`src/esf_cfg.svh`:
```
// Functional notes
// - Capture differential sense at host-programmed instant within each switching period.
// - Error equals 10-bit reference DAC set-point minus captured sense.
// - Gain codes 0..3 select front-end gains 1, 2, 4, 8.
// - Gain fixes step and range: 8 mV/-256..248 down to 1 mV/-32..31.
// - Digitize amplified error; result feeds compensator downstream.
// - Front-end gain stored among compensator gain coefficients written by host.
// - Separate gain sets for ramp/tracking, regulation, light load.
// - Overrange reports clamped -32 or 31 LSBs.
// - While saturated, move reference DAC toward restoring error range.
// - Saturation slew rate 0.156 V/ms at differential inputs.
// - Nominal set-point from VOUT_COMMAND, VOUT_CAL_OFFSET, VOUT_MAX.
// - Hold separate margin-high and margin-low set-points.
// - OPERATION selects nominal, margin-high or margin-low target.
// - OPERATION option suppresses voltage faults while margined.
// - Bank 0 ramp, bank 1 regulation, bank 2 below light-load threshold.
`ifndef ESF_CFG_SVH
`define ESF_CFG_SVH
`define ESF_OFF_VOUT_CMD 4'h0
`define ESF_OFF_CAL_OFF 4'h1
`define ESF_OFF_VOUT_MAX 4'h2
`define ESF_OFF_MARGIN_HI 4'h3
`define ESF_OFF_MARGIN_LO 4'h4
`define ESF_OFF_OPERATION 4'h5
`define ESF_OFF_SAMPLE_AT 4'h6
`define ESF_OFF_PERIOD 4'h7
`define ESF_OFF_GAIN_B0 4'h8
`define ESF_OFF_GAIN_B1 4'h9
`define ESF_OFF_GAIN_B2 4'ha
`define ESF_OFF_LIGHT_THR 4'hb
`define ESF_OFF_STATUS 4'hc
`define ESF_OFF_DAC 4'hd
`define ESF_RST_VOUT_MAX 10'h3ff
`define ESF_RST_PERIOD 16'h0064
`define ESF_RST_SAMPLE_AT 16'h0032
`define ESF_RST_LIGHT_THR 16'h0000
`define ESF_OP_MARGIN_HI_BIT 5
`define ESF_OP_MARGIN_LO_BIT 4
`define ESF_OP_SUPPRESS_BIT 2
`define ESF_DAC_W 10
`define ESF_GAIN_W 2
`define ESF_CODE_W 6
`define ESF_CODE_MAX 31
`define ESF_CODE_MIN -32
`define ESF_ADC_SHIFT 3
`define ESF_CLK_PERIOD_NS 10
`define ESF_DAC_LSB_UV 1000
`define ESF_SLEW_MV_PER_MS 156
`define ESF_NS_PER_MS 1000000
`define ESF_UV_PER_MV 1000
`endif

```
`src/esf_pkg.sv`:
```
package esf_pkg;
	typedef enum logic [2:0] {
		ESF_BANK_RAMP = 3'b001,
		ESF_BANK_REG = 3'b010,
		ESF_BANK_LIGHT = 3'b100
	} esf_bank_e;
endpackage

```
`src/esf_fifo.sv`:
```
`timescale 1ns/100ps
module esf_fifo
#(
	parameter int WIDTH = 8,
	parameter int DEPTH = 4
)
(
	input wire logic core_clk,
	input wire logic rst,
	input wire logic in_valid,
	output logic in_ready,
	input wire logic [WIDTH-1:0] in_data,
	output logic out_valid,
	input wire logic out_ready,
	output logic [WIDTH-1:0] out_data
);
	localparam int AW = (DEPTH > 1) ? $clog2(DEPTH) : 1;
	logic [WIDTH-1:0] mem_q [DEPTH];
	logic [AW-1:0] wr_ptr_q;
	logic [AW-1:0] rd_ptr_q;
	logic [AW:0] count_q;
	wire push = in_valid && in_ready;
	wire pop = out_valid && out_ready;

	assign in_ready = count_q != (AW+1)'(DEPTH);
	assign out_valid = count_q != '0;
	assign out_data = mem_q[rd_ptr_q];

	always_ff @(posedge core_clk)
	begin
		if (push)
			mem_q[wr_ptr_q] <= in_data;
	end

	always_ff @(posedge core_clk)
	begin
		if (rst)
		begin
			wr_ptr_q <= '0;
			rd_ptr_q <= '0;
			count_q <= '0;
		end
		else
		begin
			if (push)
				wr_ptr_q <= (wr_ptr_q == AW'(DEPTH-1)) ? '0 : wr_ptr_q + 1'b1;
			if (pop)
				rd_ptr_q <= (rd_ptr_q == AW'(DEPTH-1)) ? '0 : rd_ptr_q + 1'b1;
			count_q <= count_q + (AW+1)'(push) - (AW+1)'(pop);
		end
	end
endmodule // esf_fifo

```
`src/esf_front_end.sv`:
```
// Chosen here: the register offsets and the plain strobed port.
`timescale 1ns/100ps
`include "esf_cfg.svh"
module esf_front_end
	import esf_pkg::*;
#(
	parameter int SENSE_W = 12,
	parameter int FIFO_DEPTH = 4
)
(
	input wire logic core_clk,
	input wire logic rst,
	input wire logic [3:0] reg_addr,
	input wire logic [15:0] reg_wdata,
	input wire logic reg_wr,
	input wire logic reg_rd,
	output logic [15:0] reg_rdata,
	input wire logic [SENSE_W-1:0] sense_positive_input,
	input wire logic [SENSE_W-1:0] sense_negative_input,
	input wire logic ramp_active,
	input wire logic [15:0] out_current,
	output logic [`ESF_DAC_W-1:0] ref_dac_code,
	output logic error_valid,
	input wire logic error_ready,
	output logic [`ESF_CODE_W-1:0] error_code,
	output logic [1:0] error_bank,
	output logic error_saturated,
	output logic fault_suppress
);
	localparam int DW = `ESF_DAC_W;
	localparam int ERR_W = SENSE_W + 2;
	localparam int SC_W = ERR_W + 3;
	localparam int FW = `ESF_CODE_W + 2;
	// Time for one DAC code at the recovery slew rate, in ns
	localparam int SLEW_STEP_NS = (`ESF_DAC_LSB_UV * `ESF_NS_PER_MS) / (`ESF_SLEW_MV_PER_MS * `ESF_UV_PER_MV);
	localparam int SLEW_CYC = (SLEW_STEP_NS / `ESF_CLK_PERIOD_NS < 1) ? 1 : SLEW_STEP_NS / `ESF_CLK_PERIOD_NS;
	localparam logic signed [SC_W-1:0] CODE_MAX = SC_W'(`ESF_CODE_MAX);
	localparam logic signed [SC_W-1:0] CODE_MIN = SC_W'(`ESF_CODE_MIN);

	//--------------------------------------------------
	// Host registers
	//--------------------------------------------------
	logic [DW-1:0] vout_cmd_q;
	logic signed [DW-1:0] cal_off_q;
	logic [DW-1:0] vout_max_q;
	logic [DW-1:0] margin_hi_q;
	logic [DW-1:0] margin_lo_q;
	logic [7:0] operation_q;
	logic [15:0] sample_at_q;
	logic [15:0] period_q;
	logic [`ESF_GAIN_W-1:0] gain_q [3];
	logic [15:0] light_thr_q;
	logic [15:0] rdata_q;

	wire wr_cmd = reg_wr && reg_addr == `ESF_OFF_VOUT_CMD;
	wire wr_cal = reg_wr && reg_addr == `ESF_OFF_CAL_OFF;
	wire wr_max = reg_wr && reg_addr == `ESF_OFF_VOUT_MAX;
	wire wr_mhi = reg_wr && reg_addr == `ESF_OFF_MARGIN_HI;
	wire wr_mlo = reg_wr && reg_addr == `ESF_OFF_MARGIN_LO;
	wire wr_op = reg_wr && reg_addr == `ESF_OFF_OPERATION;
	wire wr_at = reg_wr && reg_addr == `ESF_OFF_SAMPLE_AT;
	wire wr_per = reg_wr && reg_addr == `ESF_OFF_PERIOD;
	wire wr_thr = reg_wr && reg_addr == `ESF_OFF_LIGHT_THR;
	wire [2:0] wr_gain = {reg_wr && reg_addr == `ESF_OFF_GAIN_B2,
		reg_wr && reg_addr == `ESF_OFF_GAIN_B1,
		reg_wr && reg_addr == `ESF_OFF_GAIN_B0};

	always_ff @(posedge core_clk)
	begin
		if (rst)
		begin
			vout_cmd_q <= '0;
			cal_off_q <= '0;
			vout_max_q <= `ESF_RST_VOUT_MAX;
			margin_hi_q <= '0;
			margin_lo_q <= '0;
			operation_q <= '0;
			sample_at_q <= `ESF_RST_SAMPLE_AT;
			period_q <= `ESF_RST_PERIOD;
			light_thr_q <= `ESF_RST_LIGHT_THR;
		end
		else
		begin
			if (wr_cmd) vout_cmd_q <= reg_wdata[DW-1:0];
			if (wr_cal) cal_off_q <= reg_wdata[DW-1:0];
			if (wr_max) vout_max_q <= reg_wdata[DW-1:0];
			if (wr_mhi) margin_hi_q <= reg_wdata[DW-1:0];
			if (wr_mlo) margin_lo_q <= reg_wdata[DW-1:0];
			if (wr_op) operation_q <= reg_wdata[7:0];
			if (wr_at) sample_at_q <= reg_wdata;
			if (wr_per) period_q <= reg_wdata;
			if (wr_thr) light_thr_q <= reg_wdata;
		end
	end

	// One gain coefficient per bank
	genvar gi;
	generate
		for (gi = 0; gi < 3; gi++)
		begin : g_gain
			always_ff @(posedge core_clk)
			begin
				if (rst)
					gain_q[gi] <= '0;
				else if (wr_gain[gi])
					gain_q[gi] <= reg_wdata[`ESF_GAIN_W-1:0];
			end
		end
	endgenerate

	//--------------------------------------------------
	// Set-point selection
	//--------------------------------------------------
	logic signed [DW+1:0] nom_sum_w;
	logic [DW-1:0] nom_pos_w;
	logic [DW-1:0] nominal_w;
	logic [DW-1:0] target_w;
	logic [DW-1:0] target_q;
	assign nom_sum_w = $signed({2'b00, vout_cmd_q}) + (DW+2)'(cal_off_q);
	assign nom_pos_w = nom_sum_w[DW+1] ? '0 : (nom_sum_w[DW] ? '1 : nom_sum_w[DW-1:0]);
	assign nominal_w = (nom_pos_w > vout_max_q) ? vout_max_q : nom_pos_w;
	wire sel_hi = operation_q[`ESF_OP_MARGIN_HI_BIT] && !operation_q[`ESF_OP_MARGIN_LO_BIT];
	wire sel_lo = operation_q[`ESF_OP_MARGIN_LO_BIT] && !operation_q[`ESF_OP_MARGIN_HI_BIT];
	assign target_w = sel_hi ? margin_hi_q : (sel_lo ? margin_lo_q : nominal_w);
	assign fault_suppress = (sel_hi || sel_lo) && operation_q[`ESF_OP_SUPPRESS_BIT];
	wire tgt_chg = target_w != target_q;

	//--------------------------------------------------
	// Coefficient bank
	//--------------------------------------------------
	esf_bank_e bank_w;
	logic [1:0] bank_idx_w;
	assign bank_w = ramp_active ? ESF_BANK_RAMP :
		((out_current < light_thr_q) ? ESF_BANK_LIGHT : ESF_BANK_REG);
	assign bank_idx_w = (bank_w == ESF_BANK_RAMP) ? 2'h0 : ((bank_w == ESF_BANK_LIGHT) ? 2'h2 : 2'h1);
	wire [`ESF_GAIN_W-1:0] act_gain = gain_q[bank_idx_w];

	//--------------------------------------------------
	// Sense synchronisers and sample instant
	//--------------------------------------------------
	logic [SENSE_W-1:0] pos_s1_q;
	logic [SENSE_W-1:0] pos_s2_q;
	logic [SENSE_W-1:0] neg_s1_q;
	logic [SENSE_W-1:0] neg_s2_q;
	logic [15:0] per_cnt_q;
	logic signed [SENSE_W:0] diff_q;
	logic pend_q;
	wire samp_hit = per_cnt_q == sample_at_q;
	wire per_end = per_cnt_q >= period_q - 16'h0001;

	// Sense words are resampled every cycle; a code caught mid-change may mix two values
	always_ff @(posedge core_clk)
	begin
		pos_s1_q <= sense_positive_input;
		pos_s2_q <= pos_s1_q;
		neg_s1_q <= sense_negative_input;
		neg_s2_q <= neg_s1_q;
	end

	//--------------------------------------------------
	// Error conversion
	//--------------------------------------------------
	logic signed [ERR_W-1:0] err_w;
	logic signed [SC_W-1:0] err_sc_w;
	logic signed [SC_W-1:0] code_full_w;
	logic [`ESF_CODE_W-1:0] code_w;
	logic sat_pos_q;
	logic sat_neg_q;
	logic fifo_in_ready;
	assign err_w = $signed({{(ERR_W-DW){1'b0}}, ref_dac_code}) - ERR_W'(diff_q);
	assign err_sc_w = SC_W'(err_w) <<< act_gain;
	assign code_full_w = err_sc_w >>> `ESF_ADC_SHIFT;
	wire sat_pos_w = code_full_w > CODE_MAX;
	wire sat_neg_w = code_full_w < CODE_MIN;
	assign code_w = sat_pos_w ? `ESF_CODE_W'(`ESF_CODE_MAX) :
		(sat_neg_w ? `ESF_CODE_W'(`ESF_CODE_MIN) : code_full_w[`ESF_CODE_W-1:0]);
	wire push = pend_q && fifo_in_ready;

	always_ff @(posedge core_clk)
	begin
		if (rst)
		begin
			per_cnt_q <= '0;
			pend_q <= 1'b0;
			diff_q <= '0;
			sat_pos_q <= 1'b0;
			sat_neg_q <= 1'b0;
		end
		else
		begin
			per_cnt_q <= per_end ? '0 : per_cnt_q + 16'h0001;
			// A full FIFO stalls the pending conversion; later instants are skipped
			if (samp_hit && !pend_q)
			begin
				diff_q <= $signed({1'b0, pos_s2_q}) - $signed({1'b0, neg_s2_q});
				pend_q <= 1'b1;
			end
			else if (push)
				pend_q <= 1'b0;
			if (push)
			begin
				sat_pos_q <= sat_pos_w;
				sat_neg_q <= sat_neg_w;
			end
		end
	end

	//--------------------------------------------------
	// Reference DAC and saturation slew
	//--------------------------------------------------
	logic [DW-1:0] dac_q;
	logic [15:0] slew_cnt_q;
	wire sat_any = sat_pos_q || sat_neg_q;
	wire step = sat_any && slew_cnt_q == 16'(SLEW_CYC - 1);
	assign ref_dac_code = dac_q;
	assign error_saturated = sat_any;

	always_ff @(posedge core_clk)
	begin
		if (rst)
		begin
			dac_q <= '0;
			target_q <= '0;
			slew_cnt_q <= '0;
		end
		else
		begin
			target_q <= target_w;
			slew_cnt_q <= (!sat_any || step || tgt_chg) ? '0 : slew_cnt_q + 16'h0001;
			if (tgt_chg)
				dac_q <= target_w;
			else if (step && sat_pos_q && dac_q != '0)
				dac_q <= dac_q - 1'b1;
			else if (step && sat_neg_q && dac_q != '1)
				dac_q <= dac_q + 1'b1;
		end
	end

	//--------------------------------------------------
	// Output FIFO toward the compensator
	//--------------------------------------------------
	logic [FW-1:0] fifo_out;
	esf_fifo #(.WIDTH(FW), .DEPTH(FIFO_DEPTH)) u_fifo (
		.core_clk(core_clk),
		.rst(rst),
		.in_valid(pend_q),
		.in_ready(fifo_in_ready),
		.in_data({bank_idx_w, code_w}),
		.out_valid(error_valid),
		.out_ready(error_ready),
		.out_data(fifo_out)
	);
	assign error_code = fifo_out[`ESF_CODE_W-1:0];
	assign error_bank = fifo_out[FW-1:`ESF_CODE_W];

	//--------------------------------------------------
	// Register read-back
	//--------------------------------------------------
	logic [15:0] rd_mux_w;
	always_comb
	begin
		unique case (reg_addr)
			`ESF_OFF_VOUT_CMD: rd_mux_w = 16'(vout_cmd_q);
			`ESF_OFF_CAL_OFF: rd_mux_w = 16'($unsigned(cal_off_q));
			`ESF_OFF_VOUT_MAX: rd_mux_w = 16'(vout_max_q);
			`ESF_OFF_MARGIN_HI: rd_mux_w = 16'(margin_hi_q);
			`ESF_OFF_MARGIN_LO: rd_mux_w = 16'(margin_lo_q);
			`ESF_OFF_OPERATION: rd_mux_w = 16'(operation_q);
			`ESF_OFF_SAMPLE_AT: rd_mux_w = sample_at_q;
			`ESF_OFF_PERIOD: rd_mux_w = period_q;
			`ESF_OFF_GAIN_B0: rd_mux_w = 16'(gain_q[0]);
			`ESF_OFF_GAIN_B1: rd_mux_w = 16'(gain_q[1]);
			`ESF_OFF_GAIN_B2: rd_mux_w = 16'(gain_q[2]);
			`ESF_OFF_LIGHT_THR: rd_mux_w = light_thr_q;
			`ESF_OFF_STATUS: rd_mux_w = {9'h000, fault_suppress, pend_q, bank_w, sat_neg_q, sat_pos_q};
			`ESF_OFF_DAC: rd_mux_w = 16'(dac_q);
			default: rd_mux_w = 16'h0000;
		endcase
	end

	always_ff @(posedge core_clk)
	begin
		if (rst)
			rdata_q <= '0;
		else
			rdata_q <= reg_rd ? rd_mux_w : 16'h0000;
	end
	assign reg_rdata = rdata_q;

	//--------------------------------------------------
	// Slew monitor for the checks below
	//--------------------------------------------------
	logic [DW-1:0] dac_prev_q;
	logic [15:0] hold_cnt_q;
	wire dac_moved = dac_q != dac_prev_q;

	always_ff @(posedge core_clk)
	begin
		if (rst)
		begin
			dac_prev_q <= '0;
			hold_cnt_q <= '0;
		end
		else
		begin
			dac_prev_q <= dac_q;
			hold_cnt_q <= (!sat_any || dac_moved) ? '0 : hold_cnt_q + 16'h0001;
		end
	end
endmodule // esf_front_end

```
`config.mk`:
```
export PLATFORM = sky130hd
export DESIGN_NAME = esf_front_end
export DESIGN_NICKNAME = d
export VERILOG_FILES = /design/src/esf_pkg.sv /design/src/esf_fifo.sv /design/src/esf_front_end.sv
export VERILOG_INCLUDE_DIRS = /design/src
export SDC_FILE = /design/constraint.sdc
export NUM_CORES = 1
export LEC_CHECK = 0
export BUFFER_PORTS_ARGS = -buffer_cell sky130_fd_sc_hd__buf_2
export CAP_MARGIN = 30
export CORE_MARGIN = 2
export CORE_UTILIZATION = 60
export DETAILED_ROUTE_END_ITERATION = 6
export HOLD_SLACK_MARGIN = 0.06
export PLACE_DENSITY = 0.9
export SLEW_MARGIN = 30
export SYNTH_ARGS = -nofsm -noshare
export SYNTH_HDL_FRONTEND = slang
export SYNTH_SLANG_ARGS = --single-unit
```
`constraint.sdc`:
```
create_clock -name core_clk -period 10.85 [get_ports core_clk]
set_clock_uncertainty 0.05 [all_clocks]
set_input_delay 1.6275 -clock core_clk [delete_from_list [all_inputs] [get_ports core_clk]]
set_output_delay 1.6275 -clock core_clk [all_outputs]
set_load 0.02 [all_outputs]
```
# After elaboration in Yosys (flattened, before gate mapping)
# Memory sizes are Yosys's and may differ from the RTL's. A register that Yosys moved wholly into a read port is not among the register bits.
# Cells that the tools add are included.
# Widths: inputs -> output; s select.
# word_totals
memories	2
ff_bits	245
mem_bits_rw	38
elab_cells	147
out_inout_bits	37
# op_classes
muxes	37
n_shift	1
n_reduce_logical	39
eq_ne	22
n_lt_le_gt_ge	5
add_sub_neg	12
bitwise_logic	4
# memory_table
memory	depth	word_bits	read_ports	rd_ports_with_merged_regs	wr	line	source
u_fifo.mem_q	4	8	1	1	1	esf_fifo.sv:18	logic [WIDTH-1:0] mem_q [DEPTH];
gain_q	3	2	4	0	3	esf_front_end.sv:51	logic [`ESF_GAIN_W-1:0] gain_q [3];
# ops
cell	n
$pmux 16 s14	1
$mux 10	8
$add 16x1->16 const B	2
$eq 4x4->1 const B	6
$logic_and 1x1->1	23
$mux 2	9
$sshl 14x2->17	1
$eq 16x10->1 const B	1
$eq 16x16->1	1
$eq 4x3->1 const B	4
$ge 16x16->1	1
$lt 16x16->1	1
$sub 16x1->16 const B	1
$mux 1	15
$gt 14x6->1 const B	1
$lt 14x6->1 const B	1
$sub 11x13->14	1
$sub 12x12->13	1
$add 11x10->12	1
$mux 6	2
$add 10x1->10 const B	1
$gt 10x10->1	1
$ne 10x10->1	1
$ne 10x10->1 const B	1
other kinds (20)	35

# Depth between registers and ports, before layout
# An unclocked memory read counts as a cell.
# depth
depth_word	11
mapped_depth	23

# By module
# From an unflattened synthesis, not the netlist that was laid out.
# hier_totals
hier_cells	1847
hier_area_um2	15757.6
# by_module_without_submodules
module	area_per_inst_um2	instances	seq_area_each_um2	cells_per_inst
esf_front_end	14118.5	1	4944.7	1755
esf_fifo	1639.1	1	1141.1	92

# Worst setup path after synthesis
# Ideal clock, no wire load.
# synth_timing
path_type	register to register
start	register vout_cmd_q[0]
end	register slew_cnt_q[10]
arrival_time_ns	5.282
n_path_buf	3
path_slack_ns	5.456
required_ns	10.738
path_stages_with_launch	23
cell_sequence	dfxtp_1 ha_1 fa_1 a211oi_1 o21bai_1 a21o_1 a211oi_1 clkbuf_1 nor2_1 nor2_1 ha_1 a21o_1 a221oi_1 a21oi_1 o21ai_1 nand2_1 o211a_1 nor4_4 nand4_1 or4b_1 buf_6 buf_12 nor2_4
# synth_via
elab_chain_len	10
# synth_lines
item	line	source
start: declaration	esf_front_end.sv:43	logic [DW-1:0] vout_cmd_q;
start signal: assignment	esf_front_end.sv:84	if (wr_cmd) vout_cmd_q <= reg_wdata[DW-1:0];
$add 11x10->12 *	esf_front_end.sv:119	assign nom_sum_w = $signed({2'b00, vout_cmd_q}) + (DW+2)'(cal_off_q);
$mux 10	esf_front_end.sv:120	assign nom_pos_w = nom_sum_w[DW+1] ? '0 : (nom_sum_w[DW] ? '1 : nom_sum_w[DW-1:0]);
$mux 10 *	esf_front_end.sv:120	
$gt 10x10->1	esf_front_end.sv:121	assign nominal_w = (nom_pos_w > vout_max_q) ? vout_max_q : nom_pos_w;
$mux 10 *	esf_front_end.sv:121	
$mux 10 * (2 in a row)	esf_front_end.sv:124	assign target_w = sel_hi ? margin_hi_q : (sel_lo ? margin_lo_q : nominal_w);
$ne 10x10->1 *	esf_front_end.sv:126	wire tgt_chg = target_w != target_q;
$logic_or 1x1->1 *	esf_front_end.sv:229	slew_cnt_q <= (!sat_any || step || tgt_chg) ? '0 : slew_cnt_q + 16'h0001;
$reduce_or 2->1 (no source line) *	n/a	
end signal: assignment	esf_front_end.sv:229	
end: declaration	esf_front_end.sv:212	logic [15:0] slew_cnt_q;
# Every way passes the cells marked *; elsewhere a longest branch is shown, timed or not.
# A chain may end at the register's enable or synchronous reset.

# Worst setup path after layout
# layout_timing
start	register cal_off_q[9]
end	register slew_cnt_q[5]
# layout_via
elab_chain_len	10
# layout_lines
item	line	source
start: declaration	esf_front_end.sv:44	logic signed [DW-1:0] cal_off_q;
start signal: assignment	esf_front_end.sv:85	if (wr_cal) cal_off_q <= reg_wdata[DW-1:0];
$add 11x10->12 *	esf_front_end.sv:119	
$mux 10	esf_front_end.sv:120	
$mux 10 *	esf_front_end.sv:120	
$gt 10x10->1	esf_front_end.sv:121	
$mux 10 *	esf_front_end.sv:121	
$mux 10 * (2 in a row)	esf_front_end.sv:124	
$ne 10x10->1 *	esf_front_end.sv:126	
$logic_or 1x1->1 *	esf_front_end.sv:229	
$reduce_or 2->1 (no source line) *	n/a	
# Marks and branches as above.

==> results.json <==
{
  "final_max_slew_viol_count": 0,
  "drc": 9,
  "mostFrequentLayoutCells": "315 x nand2_1, 247 x dfxtp_1, 165 x a21oi_1, 101 x nor2_1, 101 x buf_2",
  "grt_pass1_wl_um": 69100,
  "worstPathMaxFanout": 16,
  "cts_root_buffer": "clkbuf_16",
  "end_kind": "flip-flop",
  "use_met3_pct": 7.60,
  "worst_pin_slew_ps": 888,
  "cts_resized": 0,
  "nNetsFinal": 2036,
  "ys_seq_area_share_pct": 39.5,
  "synth_top_family_by_area": "simple AND/OR/NAND/NOR gates",
  "rows": 58,
  "grt_util_met2_pct": 51.3,
  "portBuffers": 102,
  "postCtsSetupRepairBufs": 0,
  "fin_ws_ps": 4370,
  "reg2regPathDepth": 19,
  "synth_edf_count": 38,
  "syn_to_final_growth_pct": 10.5,
  "period_needed_ps": 6480,
  "via_per_inst": 6.36,
  "crit_chain": "ha_1, nand2b_1, o311ai_1, mux2i_1, a211oi_1, buf_4, nor2_1, nor2_1, ha_1, and3_1, a221oi_1, a21oi_1, o21ai_1, nand2_1, o211a_1, nor4_4, nand4_1, or4b_2, nor2_1",
  "cts.sinks": 285,
  "min-delay-path-class": "flip-flop to flip-flop",
  "ys_types": 74,
  "pre_cts_ws_ps": 4550,
  "slowest_stage": "or4b_2",
  "first_iter_violations": 2056,
  "synth-seq-cells": 285,
  "dp_hpwl_um": 32000,
  "leakagePower_nw": 6.77,
  "vias": 14200,
  "max_stage_delay_ps": 1020,
  "die-area_um2": 27000,
  "h-tree-depth": 1,
  "finalHoldWorstSlack_ps": 272,
  "crit_top_cell": "nor2_1",
  "avgSynthCellArea_um2": 8.50,
  "syn_area_um2": 15400,
  "cts_buffer_depth": 3,
  "rsz0062_at_grt": "no",
  "synthMuxAreaShare_pct": 3.33,
  "yosys.area_share.xor_xnor_pct": 4.95,
  "track_usage_pct": 32.2,
  "place.gp.congestion": 1.02,
  "coreArea_um2": 25200,
  "cts_tree": "done",
  "nFillCells": 1912,
  "use_met1_pct": 40.5,
  "fin_util_pct": 67.6,
  "fin_crit_sh_pct": 59.7,
  "worstPathArrival_ps": 6910,
  "antenna_found_initial": 5,
  "layout_commonest_cell": "nand2_1",
  "grt_pass1_vias": 13500,
  "whs_path_depth": 0,
  "status": "finished, violations left",
  "fmax_mhz": 154,
  "grt_max_degree": 77,
  "async_reset_ff_share_pct": 0,
  "clkLatencyLatePin_ps": 580,
  "cts_made_buffers": 29,
  "crit_type": "flip-flop to flip-flop",
  "vdd_drop_max_mv": 0.177,
  "busiest_layer": "met2",
  "syn_nets": 1977,
  "synth-compound-area-share_pct": 18.1,
  "setup_viol": 0,
  "start_kind": "flip-flop",
  "dr.pass1.iters": 7,
  "worstPathRequired_ps": 11280,
  "yosys_most_used_dff": "dfxtp_1",
  "cts_hold_buf": 0,
  "clk_pin_slew_ps": 60,
  "synthAdderAreaFrac_pct": 8.37,
  "totalWireLength_um": 44300,
  "wl_per_cell_um": 19.9,
  "setup_tns_ps": 0,
  "max_slew_margin_pct": 40.5,
  "power_density_nw_per_um2": 144,
  "io_pins": 103,
  "layout-drive-gt1-share_pct": 10.9,
  "overflow": 0,
  "synth-simple-area-share_pct": 21.1,
  "syn_inst": 1811,
  "die_h_um": 164,
  "initial_utilization_pct": 61.2,
  "dieWidth_um": 164,
  "yosysWarnings": 0,
  "hold_violations": 0,
  "violations": "design-rule violations",
  "ant_nets": 0,
  "maxCapViolCount": 0
}
[report_power, final]
group	switching, mW	internal [mW]
clock network	0.419	0.537
logic	0.213	0.138
registers	0.0341	1.11
[synthesized netlist by cell type, drive strengths merged, types with 8 or more instances]
| cell type | number | share of area (%) |
|---|---|---|
| a211oi | 16 | 0.81 |
| a21boi | 11 | 0.54 |
| a21o | 25 | 1.2 |
| a21oi | 166 | 5.4 |
| a221oi | 24 | 1.4 |
| a22o | 16 | 0.91 |
| a22oi | 25 | 1.2 |
| a31oi | 17 | 0.69 |
| and2 | 12 | 0.49 |
| and3 | 17 | 0.69 |
| buf | 8 | 0.38 |
| clkbuf | 81 | 2.0 |
| dfxtp | 247 | 32 |
| edfxtp | 38 | 7.4 |
| ha | 95 | 7.7 |
| inv | 93 | 2.3 |
| mux2 | 15 | 1.1 |
| mux2i | 16 | 1.0 |
| mux4 | 8 | 1.2 |
| nand2 | 315 | 7.7 |
| nand2b | 17 | 0.69 |
| nand3 | 69 | 2.2 |
| nand3b | 10 | 0.49 |
| nand4 | 15 | 0.61 |
| nor2 | 111 | 3.1 |
| nor2b | 27 | 1.1 |
| nor3 | 49 | 1.7 |
| nor4 | 16 | 0.75 |
| o2111ai | 8 | 0.45 |
| o211ai | 10 | 0.49 |
| o21a | 8 | 0.44 |
| o21ai | 43 | 1.4 |
| or3 | 11 | 0.48 |
| xnor2 | 51 | 2.9 |
| xor2 | 36 | 2.0 |
[per-layer routing]
layer  share of wire (%)  vias up
li1                    -     6546
met1                  38     6572
met2                  45      833
met3                  11      211
met4                 5.5        2
met5               0.034        -
[stage by stage]
stage / total power [mW] / instance area, um2 / std cells
floorplan: 1.41 / 15400 / 1811
global placement: 1.50 / 16100 / 2168
detailed placement: 1.51 / 16100 / 2169
CTS: 2.45 / 17000 / 2223
global route: 2.54 / 17000 / 2224
finish: 2.46 / 17000 / 2226
[worst max-delay path, delay by kind of cell (launching register included)]
kind	cells	cell delay (ps)
adder cells (fa/ha/maj)	2	660
AND/OR/NAND/NOR	9	2530
multiplexers	1	190
flip-flops	1	630
AO/OA/AOI/OAI	6	2090
buffers and inverters	1	260
[state kept, by name (all words and copies together) (netlist names), 6 cells and up, named ones only]
name / count
u_fifo.mem_q: 32
period_q: 16
sample_at_q: 16
cal_off_q: 10
neg_s1_q: 12
per_cnt_q: 16
light_thr_q: 16
neg_s2_q: 12
target_q: 10
vout_max_q: 10
gain_q: 6
ref_dac_code: 10
reg_rdata: 16
pos_s2_q: 12
pos_s1_q: 12
diff_q: 13
slew_cnt_q: 16
vout_cmd_q: 10
margin_lo_q: 10
operation_q: 8
margin_hi_q: 10
[final timing paths]
kind / from / end / slack (ps)
hold / removal: neg_s1_q[11]$_DFF_P_ / neg_s2_q[11]$_DFF_P_ / 270
hold reg to reg: neg_s1_q[11]$_DFF_P_ / neg_s2_q[11]$_DFF_P_ / 270
setup reg to reg: cal_off_q[9]$_SDFFE_PP0P_ / slew_cnt_q[5]$_SDFF_PP0_ / 4370
setup / recovery: cal_off_q[9]$_SDFFE_PP0P_ / slew_cnt_q[5]$_SDFF_PP0_ / 4370
[layout make-up]
cell class                 count  area [um2]  area share, %
multi-input combinational   1342        8630           50.7
timing repair buffer         117         626           3.68
inverter                      95         357           2.10
clock buffer                  45         806           4.74
tap                          330         413           2.43
antenna                        3        7.51         0.0441
sequential                   285        6090           35.8
clock inverter                 9        93.8          0.552
[cells by family (layout without fill, tap and decap cells)]
family / after synthesis / count (layout)
buffers and inverters: 184 / 266
flip-flops: 285 / 285
XOR/XNOR: 87 / 87
AO/OA/AOI/OAI: 425 / 425
other: 0 / 3
multiplexers: 39 / 39
adder cells (fa/ha/maj): 100 / 100
AND/OR/NAND/NOR: 691 / 691
Note: power is estimated with default switching activity, not from simulation.
